--- src/hdl/serial_port_map.svh ---
// Constants for the shared I2C/SPI register access port
`ifndef SERIAL_PORT_MAP_SVH
`define SERIAL_PORT_MAP_SVH

// Upper six bits of the I2C target address; the last bit comes from the pin
`define TARGET_ADDR_HI 6'h35
// Bit counter value of the eighth and last bit of a byte
`define BIT_LAST 3'h7
// Bit counter value of the first bit of a byte
`define BIT_FIRST 3'h0
// Direction bit value meaning read, for both I2C and SPI
`define DIR_READ 1'h1
// Level that the receiver drives as acknowledge
`define ACK_LEVEL 1'h0
// Step of the register address in bursts
`define ADDR_STEP 8'h01
// Idle level of the CS, SCL, SDA and address-select pins
`define PIN_IDLE 4'hF
// Reset value of an 8-bit data or address register
`define BYTE_ZERO 8'h00

`endif

--- src/hdl/serial_port_pkg.sv ---
// Types shared by the serial register access port
package serial_port_pkg;

	typedef enum logic [3:0] {
		st_idle,
		st_addr,
		st_addr_ack,
		st_sub,
		st_sub_ack,
		st_wdata,
		st_wack,
		st_rdata,
		st_rack
	} i2c_state_t;

	typedef enum logic {
		ph_cmd,
		ph_data
	} spi_phase_t;

endpackage : serial_port_pkg

--- src/hdl/pin_sync.sv ---
// Two flip-flop synchroniser for levels entering the ref_clk_i domain
`timescale 1ns/10ps
`default_nettype none

module pin_sync #(
	parameter int WIDTH = 1,
	parameter logic [WIDTH-1:0] RESET_VAL = '0
) (
	input wire logic clk_i,
	input wire logic rst_n_i,
	input wire logic [WIDTH-1:0] d_i,
	output logic [WIDTH-1:0] q_o
);

	logic [WIDTH-1:0] meta_reg;
	logic [WIDTH-1:0] q_reg;

	// First stage feeds only the second stage
	always_ff @(posedge clk_i or negedge rst_n_i)
	begin
		if (!rst_n_i)
		begin
			meta_reg <= RESET_VAL;
			q_reg <= RESET_VAL;
		end
		else
		begin
			meta_reg <= d_i;
			q_reg <= meta_reg;
		end
	end

	assign q_o = q_reg;

endmodule : pin_sync

`default_nettype wire

--- src/hdl/serial_register_access_port.sv ---
// Target-side I2C/SPI register access port sharing one set of pins
//
// What this block does
// - CS high selects I2C; CS low selects SPI and disables I2C.
// - I2C address is 110101 plus the address select pin level.
// - First byte after start is 7-bit address then direction bit.
// - Each received byte is acknowledged by holding SDA low for a clock.
// - I2C write: address, subaddress, data bytes, each acknowledged, then stop.
// - I2C read: device sends bytes; controller acks, ends with nack and stop.
// - Start is SDA falling with SCL high; stop is SDA rising with SCL high.
// - Bytes are eight bits, MSB first, any number per transfer.
// - Device leaves SDA high when it does not accept the address.
// - I2C works at fast mode and fast mode plus clock rates.
// - An I2C disable control switches the I2C logic off.
// - Bursts advance the register address per byte when auto-increment is set.
// - SPI works in clock modes 0 and 3.
// - CS low frames an SPI transaction; clock idles high with CS high.
// - Data is driven on falling clock edges and sampled on rising edges.
// - Access is 16 clocks; each further burst byte adds 8 clocks.
// - Bit 0 starts after CS falls; the last bit ends at CS rise.
// - SPI bit 0 is direction, bits 1-7 address, then data MSB first.
// - On SPI read the device drives data from the start of bit 8.
// - Three-wire select returns SPI read data on the shared data pin.
`timescale 1ns/10ps
`default_nettype none
`include "serial_port_map.svh"

module serial_register_access_port (
	input wire logic ref_clk_i,
	input wire logic rst_n_i,
	input wire logic chip_select_n_i,
	input wire logic scl_i,
	input wire logic sda_i,
	output logic sda_o,
	output logic sda_oe_o,
	input wire logic address_select_pin_i,
	output logic sdo_o,
	output logic sdo_oe_o,
	input wire logic auto_inc_i,
	input wire logic three_wire_select_i,
	input wire logic i2c_disable_i,
	output logic [7:0] reg_addr_o,
	output logic [7:0] reg_wdata_o,
	output logic reg_wr_o,
	output logic reg_rd_o,
	input wire logic [7:0] reg_rdata_i
);

	logic rst_n_s;
	logic [3:0] pins_s;
	logic cs_s;
	logic scl_s;
	logic sda_s;
	logic addr_sel_s;

	serial_port_pkg::i2c_state_t state_reg, state_next;
	serial_port_pkg::spi_phase_t phase_reg, phase_next;
	logic [2:0] bit_cnt_reg, bit_cnt_next;
	logic [7:0] shift_reg, shift_next;
	logic [7:0] tx_reg, tx_next;
	logic [7:0] addr_reg, addr_next;
	logic [7:0] wdata_reg, wdata_next;
	logic rw_reg, rw_next;
	logic wr_reg, wr_next;
	logic rd_reg, rd_next;
	logic sda_out_reg, sda_out_next;
	logic sda_oe_reg, sda_oe_next;
	logic sdo_out_reg, sdo_out_next;
	logic sdo_oe_reg, sdo_oe_next;
	logic scl_prev_reg, scl_prev_next;
	logic sda_prev_reg, sda_prev_next;
	logic cs_prev_reg, cs_prev_next;

	logic scl_rise;
	logic scl_fall;
	logic i2c_en;
	logic start_cond;
	logic stop_cond;
	logic [7:0] rx_byte;
	logic addr_match;

	// Reset is released through two flops so every flop leaves reset together
	pin_sync #(
		.WIDTH(1),
		.RESET_VAL(1'b0)
	) u_rst_sync (
		.clk_i(ref_clk_i),
		.rst_n_i(rst_n_i),
		.d_i(1'b1),
		.q_o(rst_n_s)
	);

	// Pins reset to their idle high level so release causes no false edge
	pin_sync #(
		.WIDTH(4),
		.RESET_VAL(`PIN_IDLE)
	) u_pin_sync (
		.clk_i(ref_clk_i),
		.rst_n_i(rst_n_s),
		.d_i({chip_select_n_i, scl_i, sda_i, address_select_pin_i}),
		.q_o(pins_s)
	);

	assign cs_s = pins_s[3];
	assign scl_s = pins_s[2];
	assign sda_s = pins_s[1];
	assign addr_sel_s = pins_s[0];

	// Oversampling at 125 MHz leaves dozens of cycles per SCL phase even at 1 MHz
	assign scl_rise = scl_s & ~scl_prev_reg;
	assign scl_fall = ~scl_s & scl_prev_reg;
	assign i2c_en = cs_s & cs_prev_reg & ~i2c_disable_i;
	assign start_cond = i2c_en & scl_s & scl_prev_reg & sda_prev_reg & ~sda_s;
	assign stop_cond = i2c_en & scl_s & scl_prev_reg & ~sda_prev_reg & sda_s;
	assign rx_byte = {shift_reg[6:0], sda_s};
	assign addr_match = (shift_reg[6:0] == {`TARGET_ADDR_HI, addr_sel_s});

	always_comb
	begin
		state_next = state_reg;
		phase_next = phase_reg;
		bit_cnt_next = bit_cnt_reg;
		shift_next = shift_reg;
		tx_next = tx_reg;
		addr_next = addr_reg;
		wdata_next = wdata_reg;
		rw_next = rw_reg;
		wr_next = 1'b0;
		rd_next = 1'b0;
		sda_out_next = sda_out_reg;
		sda_oe_next = sda_oe_reg;
		sdo_out_next = sdo_out_reg;
		sdo_oe_next = sdo_oe_reg;
		scl_prev_next = scl_s;
		sda_prev_next = sda_s;
		cs_prev_next = cs_s;

		// Fetched byte lands one cycle after the read strobe, well before the next SCL fall
		if (rd_reg)
		begin
			tx_next = reg_rdata_i;
		end
		// With auto-increment set, the address steps after each byte block once the strobe has used it
		if ((rd_reg | wr_reg) & auto_inc_i)
		begin
			addr_next = addr_reg + `ADDR_STEP;
		end

		if (!cs_s)
		begin
			state_next = serial_port_pkg::st_idle;
			if (cs_prev_reg)
			begin
				phase_next = serial_port_pkg::ph_cmd;
				bit_cnt_next = `BIT_FIRST;
				sda_oe_next = 1'b0;
			end
			else if (scl_rise)
			begin
				shift_next = rx_byte;
				bit_cnt_next = bit_cnt_reg + 3'h1;
				if (bit_cnt_reg == `BIT_LAST)
				begin
					if (phase_reg == serial_port_pkg::ph_cmd)
					begin
						rw_next = shift_reg[6];
						addr_next = {1'b0, shift_reg[5:0], sda_s};
						phase_next = serial_port_pkg::ph_data;
						rd_next = (shift_reg[6] == `DIR_READ);
					end
					else if (rw_reg == `DIR_READ)
					begin
						rd_next = 1'b1;
					end
					else
					begin
						wdata_next = rx_byte;
						wr_next = 1'b1;
					end
				end
			end
			else if (scl_fall && phase_reg == serial_port_pkg::ph_data && rw_reg == `DIR_READ)
			begin
				// Works alike in modes 0 and 3: only edges after the command byte drive
				tx_next = {tx_reg[6:0], 1'b0};
				if (three_wire_select_i)
				begin
					sda_out_next = tx_reg[7];
					sda_oe_next = 1'b1;
					sdo_oe_next = 1'b0;
				end
				else
				begin
					sdo_out_next = tx_reg[7];
					sdo_oe_next = 1'b1;
					sda_oe_next = 1'b0;
				end
			end
		end
		else
		begin
			sdo_oe_next = 1'b0;
			if (!cs_prev_reg)
			begin
				// A partial byte is simply forgotten here
				sda_oe_next = 1'b0;
				phase_next = serial_port_pkg::ph_cmd;
				bit_cnt_next = `BIT_FIRST;
			end
			else if (!i2c_en)
			begin
				state_next = serial_port_pkg::st_idle;
				sda_oe_next = 1'b0;
			end
			else if (start_cond)
			begin
				state_next = serial_port_pkg::st_addr;
				bit_cnt_next = `BIT_FIRST;
				sda_oe_next = 1'b0;
			end
			else if (stop_cond)
			begin
				state_next = serial_port_pkg::st_idle;
				sda_oe_next = 1'b0;
			end
			else if (scl_rise)
			begin
				unique case (state_reg)
					serial_port_pkg::st_addr,
					serial_port_pkg::st_sub,
					serial_port_pkg::st_wdata:
					begin
						shift_next = rx_byte;
						bit_cnt_next = bit_cnt_reg + 3'h1;
						if (bit_cnt_reg == `BIT_LAST)
						begin
							if (state_reg == serial_port_pkg::st_addr)
							begin
								if (addr_match)
								begin
									rw_next = sda_s;
									rd_next = (sda_s == `DIR_READ);
									state_next = serial_port_pkg::st_addr_ack;
								end
								else
								begin
									state_next = serial_port_pkg::st_idle;
								end
							end
							else if (state_reg == serial_port_pkg::st_sub)
							begin
								addr_next = rx_byte;
								state_next = serial_port_pkg::st_sub_ack;
							end
							else
							begin
								wdata_next = rx_byte;
								wr_next = 1'b1;
								state_next = serial_port_pkg::st_wack;
							end
						end
					end
					serial_port_pkg::st_rack:
					begin
						if (sda_s != `ACK_LEVEL)
						begin
							state_next = serial_port_pkg::st_idle;
						end
						else
						begin
							rd_next = 1'b1;
						end
					end
					default:
					begin
					end
				endcase
			end
			else if (scl_fall)
			begin
				sda_out_next = `ACK_LEVEL;
				unique case (state_reg)
					serial_port_pkg::st_addr_ack,
					serial_port_pkg::st_sub_ack,
					serial_port_pkg::st_wack:
					begin
						if (!sda_oe_reg)
						begin
							sda_oe_next = 1'b1;
						end
						else if (state_reg == serial_port_pkg::st_addr_ack && rw_reg == `DIR_READ)
						begin
							sda_oe_next = ~tx_reg[7];
							tx_next = {tx_reg[6:0], 1'b0};
							bit_cnt_next = 3'h1;
							state_next = serial_port_pkg::st_rdata;
						end
						else
						begin
							sda_oe_next = 1'b0;
							bit_cnt_next = `BIT_FIRST;
							state_next = (state_reg == serial_port_pkg::st_addr_ack) ?
								serial_port_pkg::st_sub : serial_port_pkg::st_wdata;
						end
					end
					serial_port_pkg::st_rdata:
					begin
						if (bit_cnt_reg == `BIT_FIRST)
						begin
							sda_oe_next = 1'b0;
							state_next = serial_port_pkg::st_rack;
						end
						else
						begin
							sda_oe_next = ~tx_reg[7];
							tx_next = {tx_reg[6:0], 1'b0};
							bit_cnt_next = bit_cnt_reg + 3'h1;
						end
					end
					serial_port_pkg::st_rack:
					begin
						sda_oe_next = ~tx_reg[7];
						tx_next = {tx_reg[6:0], 1'b0};
						bit_cnt_next = 3'h1;
						state_next = serial_port_pkg::st_rdata;
					end
					default:
					begin
						sda_oe_next = 1'b0;
					end
				endcase
			end
		end
	end

	always_ff @(posedge ref_clk_i or negedge rst_n_s)
	begin
		if (!rst_n_s)
		begin
			state_reg <= serial_port_pkg::st_idle;
			phase_reg <= serial_port_pkg::ph_cmd;
			bit_cnt_reg <= `BIT_FIRST;
			shift_reg <= `BYTE_ZERO;
			tx_reg <= `BYTE_ZERO;
			addr_reg <= `BYTE_ZERO;
			wdata_reg <= `BYTE_ZERO;
			rw_reg <= 1'b0;
			wr_reg <= 1'b0;
			rd_reg <= 1'b0;
			sda_out_reg <= 1'b1;
			sda_oe_reg <= 1'b0;
			sdo_out_reg <= 1'b1;
			sdo_oe_reg <= 1'b0;
			scl_prev_reg <= 1'b1;
			sda_prev_reg <= 1'b1;
			cs_prev_reg <= 1'b1;
		end
		else
		begin
			state_reg <= state_next;
			phase_reg <= phase_next;
			bit_cnt_reg <= bit_cnt_next;
			shift_reg <= shift_next;
			tx_reg <= tx_next;
			addr_reg <= addr_next;
			wdata_reg <= wdata_next;
			rw_reg <= rw_next;
			wr_reg <= wr_next;
			rd_reg <= rd_next;
			sda_out_reg <= sda_out_next;
			sda_oe_reg <= sda_oe_next;
			sdo_out_reg <= sdo_out_next;
			sdo_oe_reg <= sdo_oe_next;
			scl_prev_reg <= scl_prev_next;
			sda_prev_reg <= sda_prev_next;
			cs_prev_reg <= cs_prev_next;
		end
	end

	assign sda_o = sda_out_reg;
	assign sda_oe_o = sda_oe_reg;
	assign sdo_o = sdo_out_reg;
	assign sdo_oe_o = sdo_oe_reg;
	assign reg_addr_o = addr_reg;
	assign reg_wdata_o = wdata_reg;
	assign reg_wr_o = wr_reg;
	assign reg_rd_o = rd_reg;

endmodule : serial_register_access_port

`default_nettype wire

--- config.mk ---
export PLATFORM = sky130hd
export DESIGN_NAME = serial_register_access_port
export DESIGN_NICKNAME = d
export VERILOG_FILES = /design/src/hdl/serial_port_pkg.sv /design/src/hdl/pin_sync.sv /design/src/hdl/serial_register_access_port.sv
export VERILOG_INCLUDE_DIRS = /design/src /design/src/hdl
export SDC_FILE = /design/constraint.sdc
export NUM_CORES = 1
export LEC_CHECK = 0
export BUFFER_PORTS_ARGS = -buffer_cell sky130_fd_sc_hd__buf_2
export CORE_MARGIN = 1.5
export CORE_UTILIZATION = 58
export CTS_CLUSTER_DIAMETER = 40
export DETAILED_ROUTE_END_ITERATION = 8
export PLACE_DENSITY = 0.79
export SLEW_MARGIN = 20
export SYNTH_ARGS = -nofsm -noshare
export SYNTH_HDL_FRONTEND = slang
export SYNTH_HIERARCHICAL = 1
export SYNTH_SLANG_ARGS = --single-unit
--- constraint.sdc ---
create_clock -name ref_clk_i -period 4.73 [get_ports ref_clk_i]
set_input_delay 0.473 -clock ref_clk_i [delete_from_list [all_inputs] [get_ports ref_clk_i]]
set_output_delay 0.473 -clock ref_clk_i [all_outputs]
set_load 0.05 [all_outputs]
Word-level counts from Yosys, hierarchy flattened
Index checks and enable logic that the tools add are counted.
Widths: inputs -> output; s select.
{"block": "classes", "add_sub_neg": 2, "reduce_logical": 25, "muxes": 167, "bitwise_logic": 22, "n_eq_ne": 46}
{"operator": "$mux 8", "count": 44}
{"operator": "$mux 1", "count": 80}
{"operator": "$mux 7", "count": 9}
{"operator": "$mux 4", "count": 12}
{"operator": "$mux 3", "count": 14}
{"operator": "$ne 7x7->1 const B", "count": 6}
{"operator": "$ne 2x2->1 const B", "count": 15}
{"operator": "$ne 6x6->1 const B", "count": 5}
{"operator": "$pmux 8 s3", "count": 1}
{"operator": "$reduce_and 8->1", "count": 3}
{"operator": "$eq 4x3->1 const B", "count": 4}
{"operator": "$reduce_and 14->1", "count": 1}
{"operator": "$reduce_and 13->1", "count": 1}
{"operator": "$pmux 4 s3", "count": 1}
{"operator": "$reduce_bool 2->1", "count": 6}
{"operator": "$and 1x1->1", "count": 11}
{"operator": "$ne 5x5->1 const B", "count": 2}
{"operator": "$not 1->1", "count": 10}
{"operator": "$reduce_and 10->1", "count": 1}
{"operator": "$pmux 3 s3", "count": 1}
{"operator": "$reduce_bool 3->1", "count": 3}
{"operator": "$add 8x1->8 const B", "count": 1}
{"operator": "$eq 4x2->1 const B", "count": 2}
{"operator": "$ne 2x1->1 const B", "count": 4}
{"operator": "other kinds (20)", "count": 25}
{"block": "word_totals", "regBits": 59, "wordCells": 283}

Depth between registers and ports, before layout
Gate-level depths: netlist of the first run.
{"block": "logic_depth", "ltp_word": 13, "ltp_mapped": 9, "mapped_depth_nobuf": 8}

By module
The synthesis of the first run kept the hierarchy.
{"mod": "serial_register_access_port", "instances": 1, "cells_each": 332, "seq_area_each_um2": 1232.4, "area_per_inst_um2": 3149.3}
{"mod": "pin_sync (u_pin_sync)", "instances": 1, "cells_each": 8, "seq_area_each_um2": 210.2, "area_per_inst_um2": 210.2}
{"mod": "pin_sync (u_rst_sync)", "instances": 1, "cells_each": 2, "seq_area_each_um2": 50.0, "area_per_inst_um2": 50.0}

Least setup slack after synthesis of the first run
No wires, ideal clock.
{"block": "synth_path", "path_kind": "register -> register", "from": "register scl_prev_reg", "to": "register state_reg[0]", "required_time_ns": 4.605, "slack_ns": 2.360, "arrival_time_ns": 2.245, "n_path_buf": 1, "path_stages_with_launch": 9, "synth_period_minus_slack_ns": 2.370, "cell_sequence": "dfstp_2 > inv_1 > ha_1 > clkbuf_1 > inv_1 > nand2_1 > or4_4 > a21o_4 > mux2_4"}
{"block": "synth_between", "elab_chain_len": 8}
{"item": "start: declaration", "line": "serial_register_access_port.sv:70", "source": "logic scl_prev_reg, scl_prev_next;"}
{"item": "start signal: assignment", "line": "serial_register_access_port.sv:374", "source": "scl_prev_reg <= scl_prev_next;"}
{"item": "$and 1x1->1 or $not 1->1 (tied branches)", "line": "serial_register_access_port.sv:113, serial_register_access_port.sv:114, serial_register_access_port.sv:110"}
{"item": "$and 1x1->1 (on tied branches)", "line": "serial_register_access_port.sv:114, serial_register_access_port.sv:110"}
{"item": "$and 1x1->1 or $mux 4 (tied branches)", "line": "serial_register_access_port.sv:114, serial_register_access_port.sv:226"}
{"item": "$mux 4", "line": "serial_register_access_port.sv:221", "source": "else if (stop_cond)"}
{"item": "$mux 4", "line": "serial_register_access_port.sv:215", "source": "else if (start_cond)"}
{"item": "$mux 4", "line": "serial_register_access_port.sv:210", "source": "else if (!i2c_en)"}
{"item": "$mux 4", "line": "serial_register_access_port.sv:203", "source": "if (!cs_prev_reg)"}
{"item": "$mux 4", "line": "serial_register_access_port.sv:149", "source": "if (!cs_s)"}
{"item": "end signal: assignment", "line": "serial_register_access_port.sv:340", "source": "state_reg <= serial_port_pkg::st_idle;"}
{"item": "end signal: assignment", "line": "serial_register_access_port.sv:360", "source": "state_reg <= state_next;"}
{"item": "end: declaration", "line": "serial_register_access_port.sv:56", "source": "serial_port_pkg::i2c_state_t state_reg, state_next;"}
Parallel ways exist; a longest one is shown, timed or not. The select of a mux whose other input is x is not followed.
A chain may end at the register's enable or synchronous reset.

Worst setup path in the final report of the first run
{"block": "layout_path", "from": "register u_pin_sync.q_reg[3] (netlist: u_pin_sync/q_o[3])", "to": "register wdata_reg[7] (netlist: reg_wdata_o[7])"}
{"block": "layout_between", "elab_chain_len": 8}
{"item": "start: declaration", "line": "pin_sync.sv:16", "source": "logic [WIDTH-1:0] q_reg;"}
{"item": "start signal: assignment", "line": "pin_sync.sv:29", "source": "q_reg <= meta_reg;"}
{"item": "$and 1x1->1 (2 in series)", "line": "serial_register_access_port.sv:112", "source": "assign i2c_en = cs_s & cs_prev_reg & ~i2c_disable_i;"}
{"item": "$and 1x1->1 (2 in series)", "line": "serial_register_access_port.sv:113, serial_register_access_port.sv:114"}
{"item": "$and 1x1->1 (on tied branches) (2 in series)", "line": "serial_register_access_port.sv:114, serial_register_access_port.sv:113"}
{"item": "$ne 2x2->1 (no source line)"}
{"item": "$reduce_and 14->1 (no source line)"}
{"item": "end signal: assignment", "line": "serial_register_access_port.sv:346", "source": "wdata_reg <= `BYTE_ZERO;"}
{"item": "end signal: assignment", "line": "serial_register_access_port.sv:366", "source": "wdata_reg <= wdata_next;"}
{"item": "end: declaration", "line": "serial_register_access_port.sv:62", "source": "logic [7:0] wdata_reg, wdata_next;"}
Parallel ways exist; a longest one is shown, timed or not.

==> reports/metrics.cfg, run 1 <==
[synthesis]
synth-main-ff-cell=dfrtp_1
ys_async_sr_fraction=1.00
ys_types=59
avgSynthCellArea_um2=9.97
syn_area_um2=3410
synth_seq_area_share=0.438
synthesis.nets=369
synth_cells=342
synth_edf_count=0
ys_ff_latch=59
yosys_warnings=6

[global_routing]
antenna_found_initial=0
grt_max_degree=58
grt_util_all_layers=0.271
grt_overflow=0
grt_pass1_wl_mm=13.1
first_global_vias=2675

[critical_path]
required_ns=4.95
reg2reg_depth=7
worst_ep_arrival_time_ns=3.19
critPathLaunchType=flop
crit_path_end=reg_wdata_o[7]$_DFFE_PN0P_
endpoint_kind=flop
regToRegStartpoint=u_pin_sync/q_o[3]$_DFF_PN1_
critical_path_class=reg -> reg
crit_fanout=25
r2r-end=reg_wdata_o[7]$_DFFE_PN0P_
crit_path_start=u_pin_sync/q_o[3]$_DFF_PN1_
rrSetupSlack_ns=1.76

[cells_and_area]
finish.net_count=403
area_growth_syn_to_layout_pct=14.5
fill_cells=425
drive_gt1_frac=0.291
mostFrequentLayoutCell=dfrtp_1
n_antenna_cell=0
stdcell_area_um2=3900
mostFrequentLayoutCells=dfrtp_1, buf_2, nor2_1

[floorplan]
die_w_um=79.7
start_util=0.612
fp.dieArea_um2=6350
io_pins=39
rows=27
core_um2=5570
die_y_um=79.7

[timing]
rsz0062_at_grt=no
hold_viol_final=0
tightest_slew_ns=0.699
drv_slew=0
fmax_ghz=0.336
fin_crit_sh=0.628
finalClockSkew_ns=0.0158
fin_ws_ns=1.76
tns_ns=0
fin_crit_ns=2.97
max-slew-margin-rel=0.527
final-setup-viol-count=0

[placed_design]
port_buffers=38
dp_hpwl_mm=5.43
dpl_worst_slack_ns=1.84
place_congestion=0.935
placed_area_um2=3630

[drt]
drc_errors=0
ant_nets=0
wl_mm=7.95
vias=2824
routedWlPerCell_um=17.5
drt_iter0_markers=266
vias_per_cell=6.23
first_pass_iters=5

[clock_network]
post_cts_buffers=0
cts_buffers=9
clockRootBuffer=clkbuf_8
clock_latency_ns=0.34
clockBufferDepth=2
cts_tree=done
htreeDepth=3
path_clk_slew_ns=0.06
cts.sinks=59

[pwr]
irDropWorstVdd_v=0.000435
powerDensity_nw_per_um2=411
p_leak_nw=1.70

[run_status]
outcome=complete, no violations

[min_path]
hold_class=in -> reg

[job]
drv_cap=0

## area by class of cell
| type | count | area [µm²] | share of cell area |
|---|---|---|---|
| repair buffers | 40 | 208 | 0.0532 |
| multi-input cells | 248 | 1780 | 0.456 |
| clock inverters | 7 | 139 | 0.0356 |
| well taps | 72 | 90.1 | 0.0231 |
| clock buffers | 9 | 124 | 0.0317 |
| inverters | 18 | 67.6 | 0.0173 |
| flip-flops and latches | 59 | 1490 | 0.383 |
## critical path, stage by stage, from the launching register on
cell and delay [ns]:
dfstp_2 0.83, ha_1 0.31, nor2b_1 0.31, o21ai_0 0.23
o32a_1 0.43, nor2_4 0.24, nand2_2 0.19, mux2_2 0.31
## per-stage QoR
stage               cells  utilization  hold WS [ns]  total power (W)
floorplan             342            -         0.177         0.000903
global placement      436        0.651         0.257         0.000982
detailed placement    436        0.651         0.260         0.000993
CTS                   453        0.700         0.220          0.00161
global route          453        0.700         0.218          0.00167
finish                453        0.700         0.236          0.00160
## report_power, final
part	switching (W)	internal [W]
Combinational	0.000206	0.000116
Clock	0.000211	0.000403
Sequential	0.0000828	0.000584
Total	0.000500	0.00110
## cell usage after synthesis (4+ instances only)
cell	n	area [µm²]
mux2i_1	6	60.1
nand4_1	7	43.8
dfstp_2	13	342
nand2_1	19	71.3
a211oi_1	9	67.6
a21oi_1	18	90.1
mux2_2	29	327
nor2_1	33	124
mux2_4	4	60.1
ha_1	10	125
nor3_1	6	30.0
inv_1	18	67.6
nor3b_1	4	30.0
clkbuf_1	13	48.8
xnor2_1	4	35.0
dfrtp_1	46	1150
a221oi_1	7	61.3
nor2b_1	4	25.0
o31ai_1	5	37.5
nand3_1	7	35.0
o21ai_0	18	90.1
nor4_1	4	25.0
xor2_1	5	43.8
## timing repair
item                       4_1_cts  5_1_grt
hold buffers                     1        0
resized for setup                0        0
setup endpoints to repair        0        0
hold endpoints to repair         2        0
## worst min path at each step
stage	end	cells after the start	from
4_1_cts	u_pin_sync/meta_reg[2]$_DFF_PN1_	1	scl_i
3_3_place_gp	u_rst_sync/meta_reg$_DFF_PN0_	1	rst_n_i
2_1_floorplan	u_rst_sync/meta_reg$_DFF_PN0_	0	rst_n_i
5_1_grt	u_pin_sync/meta_reg[2]$_DFF_PN1_	1	scl_i
3_5_place_dp	u_rst_sync/meta_reg$_DFF_PN0_	1	rst_n_i
6_report	u_pin_sync/meta_reg[2]$_DFF_PN1_	1	scl_i
## routing by layer
metal,vias up,GRT usage,routed length (µm)
met1,1359,0.361,3500
met5,-,0,0
met3,15,0.0686,549
met4,0,0.132,123
li1,1321,-,-
met2,129,0.414,3770
## logic make-up (layout without fill, tap and decap cells)
group | Yosys count | after routing | synth area share
compound gates | 81 | 81 | 0.161
flops | 59 | 59 | 0.438
buf+inv | 35 | 74 | 0.0396
other cells | 1 | 1 | 0.00110
mux | 39 | 39 | 0.131
fa+ha+maj | 11 | 11 | 0.0396
simple gates | 107 | 107 | 0.167
xor+xnor | 9 | 9 | 0.0231
Note: power is estimated with default switching activity, not from simulation.
==> run 2: changes to the inputs <==
--- a/config.mk
+++ b/config.mk
@@ -8,10 +8,10 @@
 export LEC_CHECK = 0
 export BUFFER_PORTS_ARGS = -buffer_cell sky130_fd_sc_hd__buf_2
 export CORE_MARGIN = 1.5
-export CORE_UTILIZATION = 58
+export CORE_UTILIZATION = 53
 export CTS_CLUSTER_DIAMETER = 40
 export DETAILED_ROUTE_END_ITERATION = 8
-export PLACE_DENSITY = 0.79
+export PLACE_DENSITY = 0.76
 export SLEW_MARGIN = 20
 export SYNTH_ARGS = -nofsm -noshare
 export SYNTH_HDL_FRONTEND = slang
==> constraint.sdc (replaced) <==
create_clock -name ref_clk_i -period 2.6 [get_ports ref_clk_i]
set_input_delay 0.26 -clock ref_clk_i [delete_from_list [all_inputs] [get_ports ref_clk_i]]
set_output_delay 0.26 -clock ref_clk_i [all_outputs]
set_load 0.05 [all_outputs]
==> run 2 against run 1 <==
Worst hold slack worse by 0.039 ns. Final cell count up 5.7%. Count of clock-buffer cells in the layout stayed put. Sequential share of layout area fell by 1.1 points. Total power is 67% higher. Critical endpoint is now reg_wdata_o[5]$_DFFE_PN0P_.
==> reports/metrics.cfg, run 2 (synthesized netlist as in run 1, its figures left out) <==
[critical_path]
r2r-end=reg_wdata_o[5]$_DFFE_PN0P_  ; was reg_wdata_o[7]$_DFFE_PN0P_
regToRegStartpoint=u_pin_sync/q_o[3]$_DFF_PN1_  ; unchanged
rrSetupSlack_ns=0.24  ; was 1.76 ns
reg2reg_depth=7  ; unchanged
critPathLaunchType=flop  ; unchanged
crit_fanout=8  ; was 25
endpoint_kind=flop  ; unchanged
required_ns=2.84  ; was 4.95 ns
critical_path_class=reg -> reg  ; unchanged
worst_ep_arrival_time_ns=2.60  ; was 3.19 ns

[global_routing]
antenna_found_initial=0  ; unchanged
grt_max_degree=25  ; was 58
first_global_vias=2830  ; was 2,675
grt_util_all_layers=0.245  ; was 0.271
grt_overflow=0  ; unchanged
grt_pass1_wl_mm=13.6  ; was 13.1 mm

[drt]
first_pass_iters=5  ; unchanged
ant_nets=0  ; unchanged
wl_mm=8.02  ; was 7.95 mm
drc_errors=0  ; unchanged
vias=2899  ; was 2,824
drt_iter0_markers=298  ; was 266
vias_per_cell=6.05  ; was 6.23
routedWlPerCell_um=16.7  ; was 17.5 µm

[floorplan]
fp.dieArea_um2=6920  ; was 6350 µm²
io_pins=39  ; unchanged
rows=29  ; was 27
die_w_um=83.2  ; was 79.7 µm
start_util=0.543  ; was 0.612
die_y_um=83.2  ; was 79.7 µm
core_um2=6280  ; was 5570 µm²

[timing]
tns_ns=0  ; unchanged
fmax_ghz=0.423  ; was 0.336 GHz
final-setup-viol-count=0  ; unchanged
finalClockSkew_ns=0.00908  ; was 0.0158 ns
max-slew-margin-rel=0.555  ; was 0.527
hold_viol_final=0  ; unchanged
tightest_slew_ns=0.659  ; was 0.699 ns
fin_crit_ns=2.36  ; was 2.97 ns
drv_slew=0  ; unchanged
rsz0062_at_grt=no  ; unchanged
fin_crit_sh=0.910  ; was 0.628

[cells_and_area]
area_growth_syn_to_layout_pct=17.8  ; was 14.5%
fill_cells=510  ; was 425
mostFrequentLayoutCell=dfrtp_1  ; unchanged
stdcell_area_um2=4020  ; was 3900 µm²
finish.net_count=424  ; was 403
n_antenna_cell=0  ; unchanged
mostFrequentLayoutCells=dfrtp_1, buf_2, nor2_1  ; unchanged
drive_gt1_frac=0.321  ; was 0.291

[pwr]
irDropWorstVdd_v=0.000720  ; was 0.000435 V
powerDensity_nw_per_um2=666  ; was 411 nW/µm²
totalPowerFinal_w=0.00268  ; was 0.00160 W
p_leak_nw=1.77  ; was 1.70 nW

[clock_network]
post_cts_buffers=0  ; unchanged
clockRootBuffer=clkbuf_8  ; unchanged
clock_latency_ns=0.35  ; was 0.34 ns
clockBufferDepth=2  ; unchanged
cts.sinks=59  ; unchanged
htreeDepth=3  ; unchanged
path_clk_slew_ns=0.07  ; was 0.06 ns
cts_buffers=9  ; unchanged
cts_tree=done  ; unchanged

[placed_design]
place_congestion=0.971  ; was 0.935
dp_hpwl_mm=5.85  ; was 5.43 mm
placed_area_um2=3760  ; was 3630 µm²
port_buffers=38  ; unchanged

[job]
drv_cap=0  ; unchanged

[run_status]
outcome=complete, no violations  ; unchanged

[min_path]
hold_class=reg -> async  ; was in -> reg

run 2: changes by cell type in the layout (fill, tap and decap cells not counted), sizes merged:
cell         change
buf             +17
bufinv           -3
clkinvlp         +2
dlygate4sd3      +4
inv              +1
run 2: worst max-delay path by stage:
stage                     slack, ns                         end                   startpoint
after global placement         0.29  reg_wdata_o[2]$_DFFE_PN0P_  u_pin_sync/q_o[3]$_DFF_PN1_
after detailed placement       0.15  reg_wdata_o[7]$_DFFE_PN0P_  u_pin_sync/q_o[3]$_DFF_PN1_
final                          0.24  reg_wdata_o[5]$_DFFE_PN0P_  u_pin_sync/q_o[3]$_DFF_PN1_
after floorplan                0.23    state_reg[0]$_DFFE_PN0P_       scl_prev_reg$_DFF_PN1_
after global routing           0.03  reg_wdata_o[7]$_DFFE_PN0P_  u_pin_sync/q_o[3]$_DFF_PN1_
after CTS                      0.14  reg_wdata_o[7]$_DFFE_PN0P_  u_pin_sync/q_o[3]$_DFF_PN1_
run 2: area by class of cell:
cell class / count / area [µm²] / share of cell area
multi-input combinational: 248 / 1780 / 0.444
sequential: 59 / 1490 / 0.372
timing repair buffer: 61 / 375 / 0.0934
clock buffer: 9 / 124 / 0.0308
tap: 77 / 96.3 / 0.0240
clock inverter: 7 / 76.3 / 0.0190
inverter: 18 / 67.6 / 0.0168
run 2: power breakdown:
group          internal (W)  total [W]  leakage [nW]  switching, W
combinational      0.000230   0.000625         0.941      0.000395
sequential          0.00106    0.00120         0.728      0.000137
clock              0.000448   0.000853        0.0962      0.000405
run 2: critical path, stage by stage (launching register included):
cell	delay [ns]
dfstp_2	0.53
ha_1	0.16
nor2b_2	0.23
o21ai_0	0.18
o32a_1	0.41
nor2_4	0.23
nand2_2	0.20
mux2_2	0.32
run 2: through the flow:
| step | std cells | utilization | hold WS [ns] | setup slack, ns |
|---|---|---|---|---|
| after floorplan | 342 | - | -0.0356 | 0.230 |
| after global placement | 458 | 0.600 | 0.0443 | 0.285 |
| after detailed placement | 458 | 0.600 | 0.0484 | 0.150 |
| after CTS | 478 | 0.638 | 0.00174 | 0.139 |
| after global routing | 479 | 0.640 | 0.233 | 0.0322 |
| final | 479 | 0.640 | 0.197 | 0.235 |
run 2: routing by layer:
metal	share of wire	vias up	track usage
met3	0.070	19	0.0527
met4	0.025	0	0.0924
met1	0.43	1391	0.330
met2	0.47	128	0.391
met5	0	-	0
li1	-	1361	-
run 2: timing repair:
action                                 CTS  global route
resized for setup                        0             1
endpoints found under the hold margin    5             1
hold buffers                             4             1
setup endpoints to repair                0             8
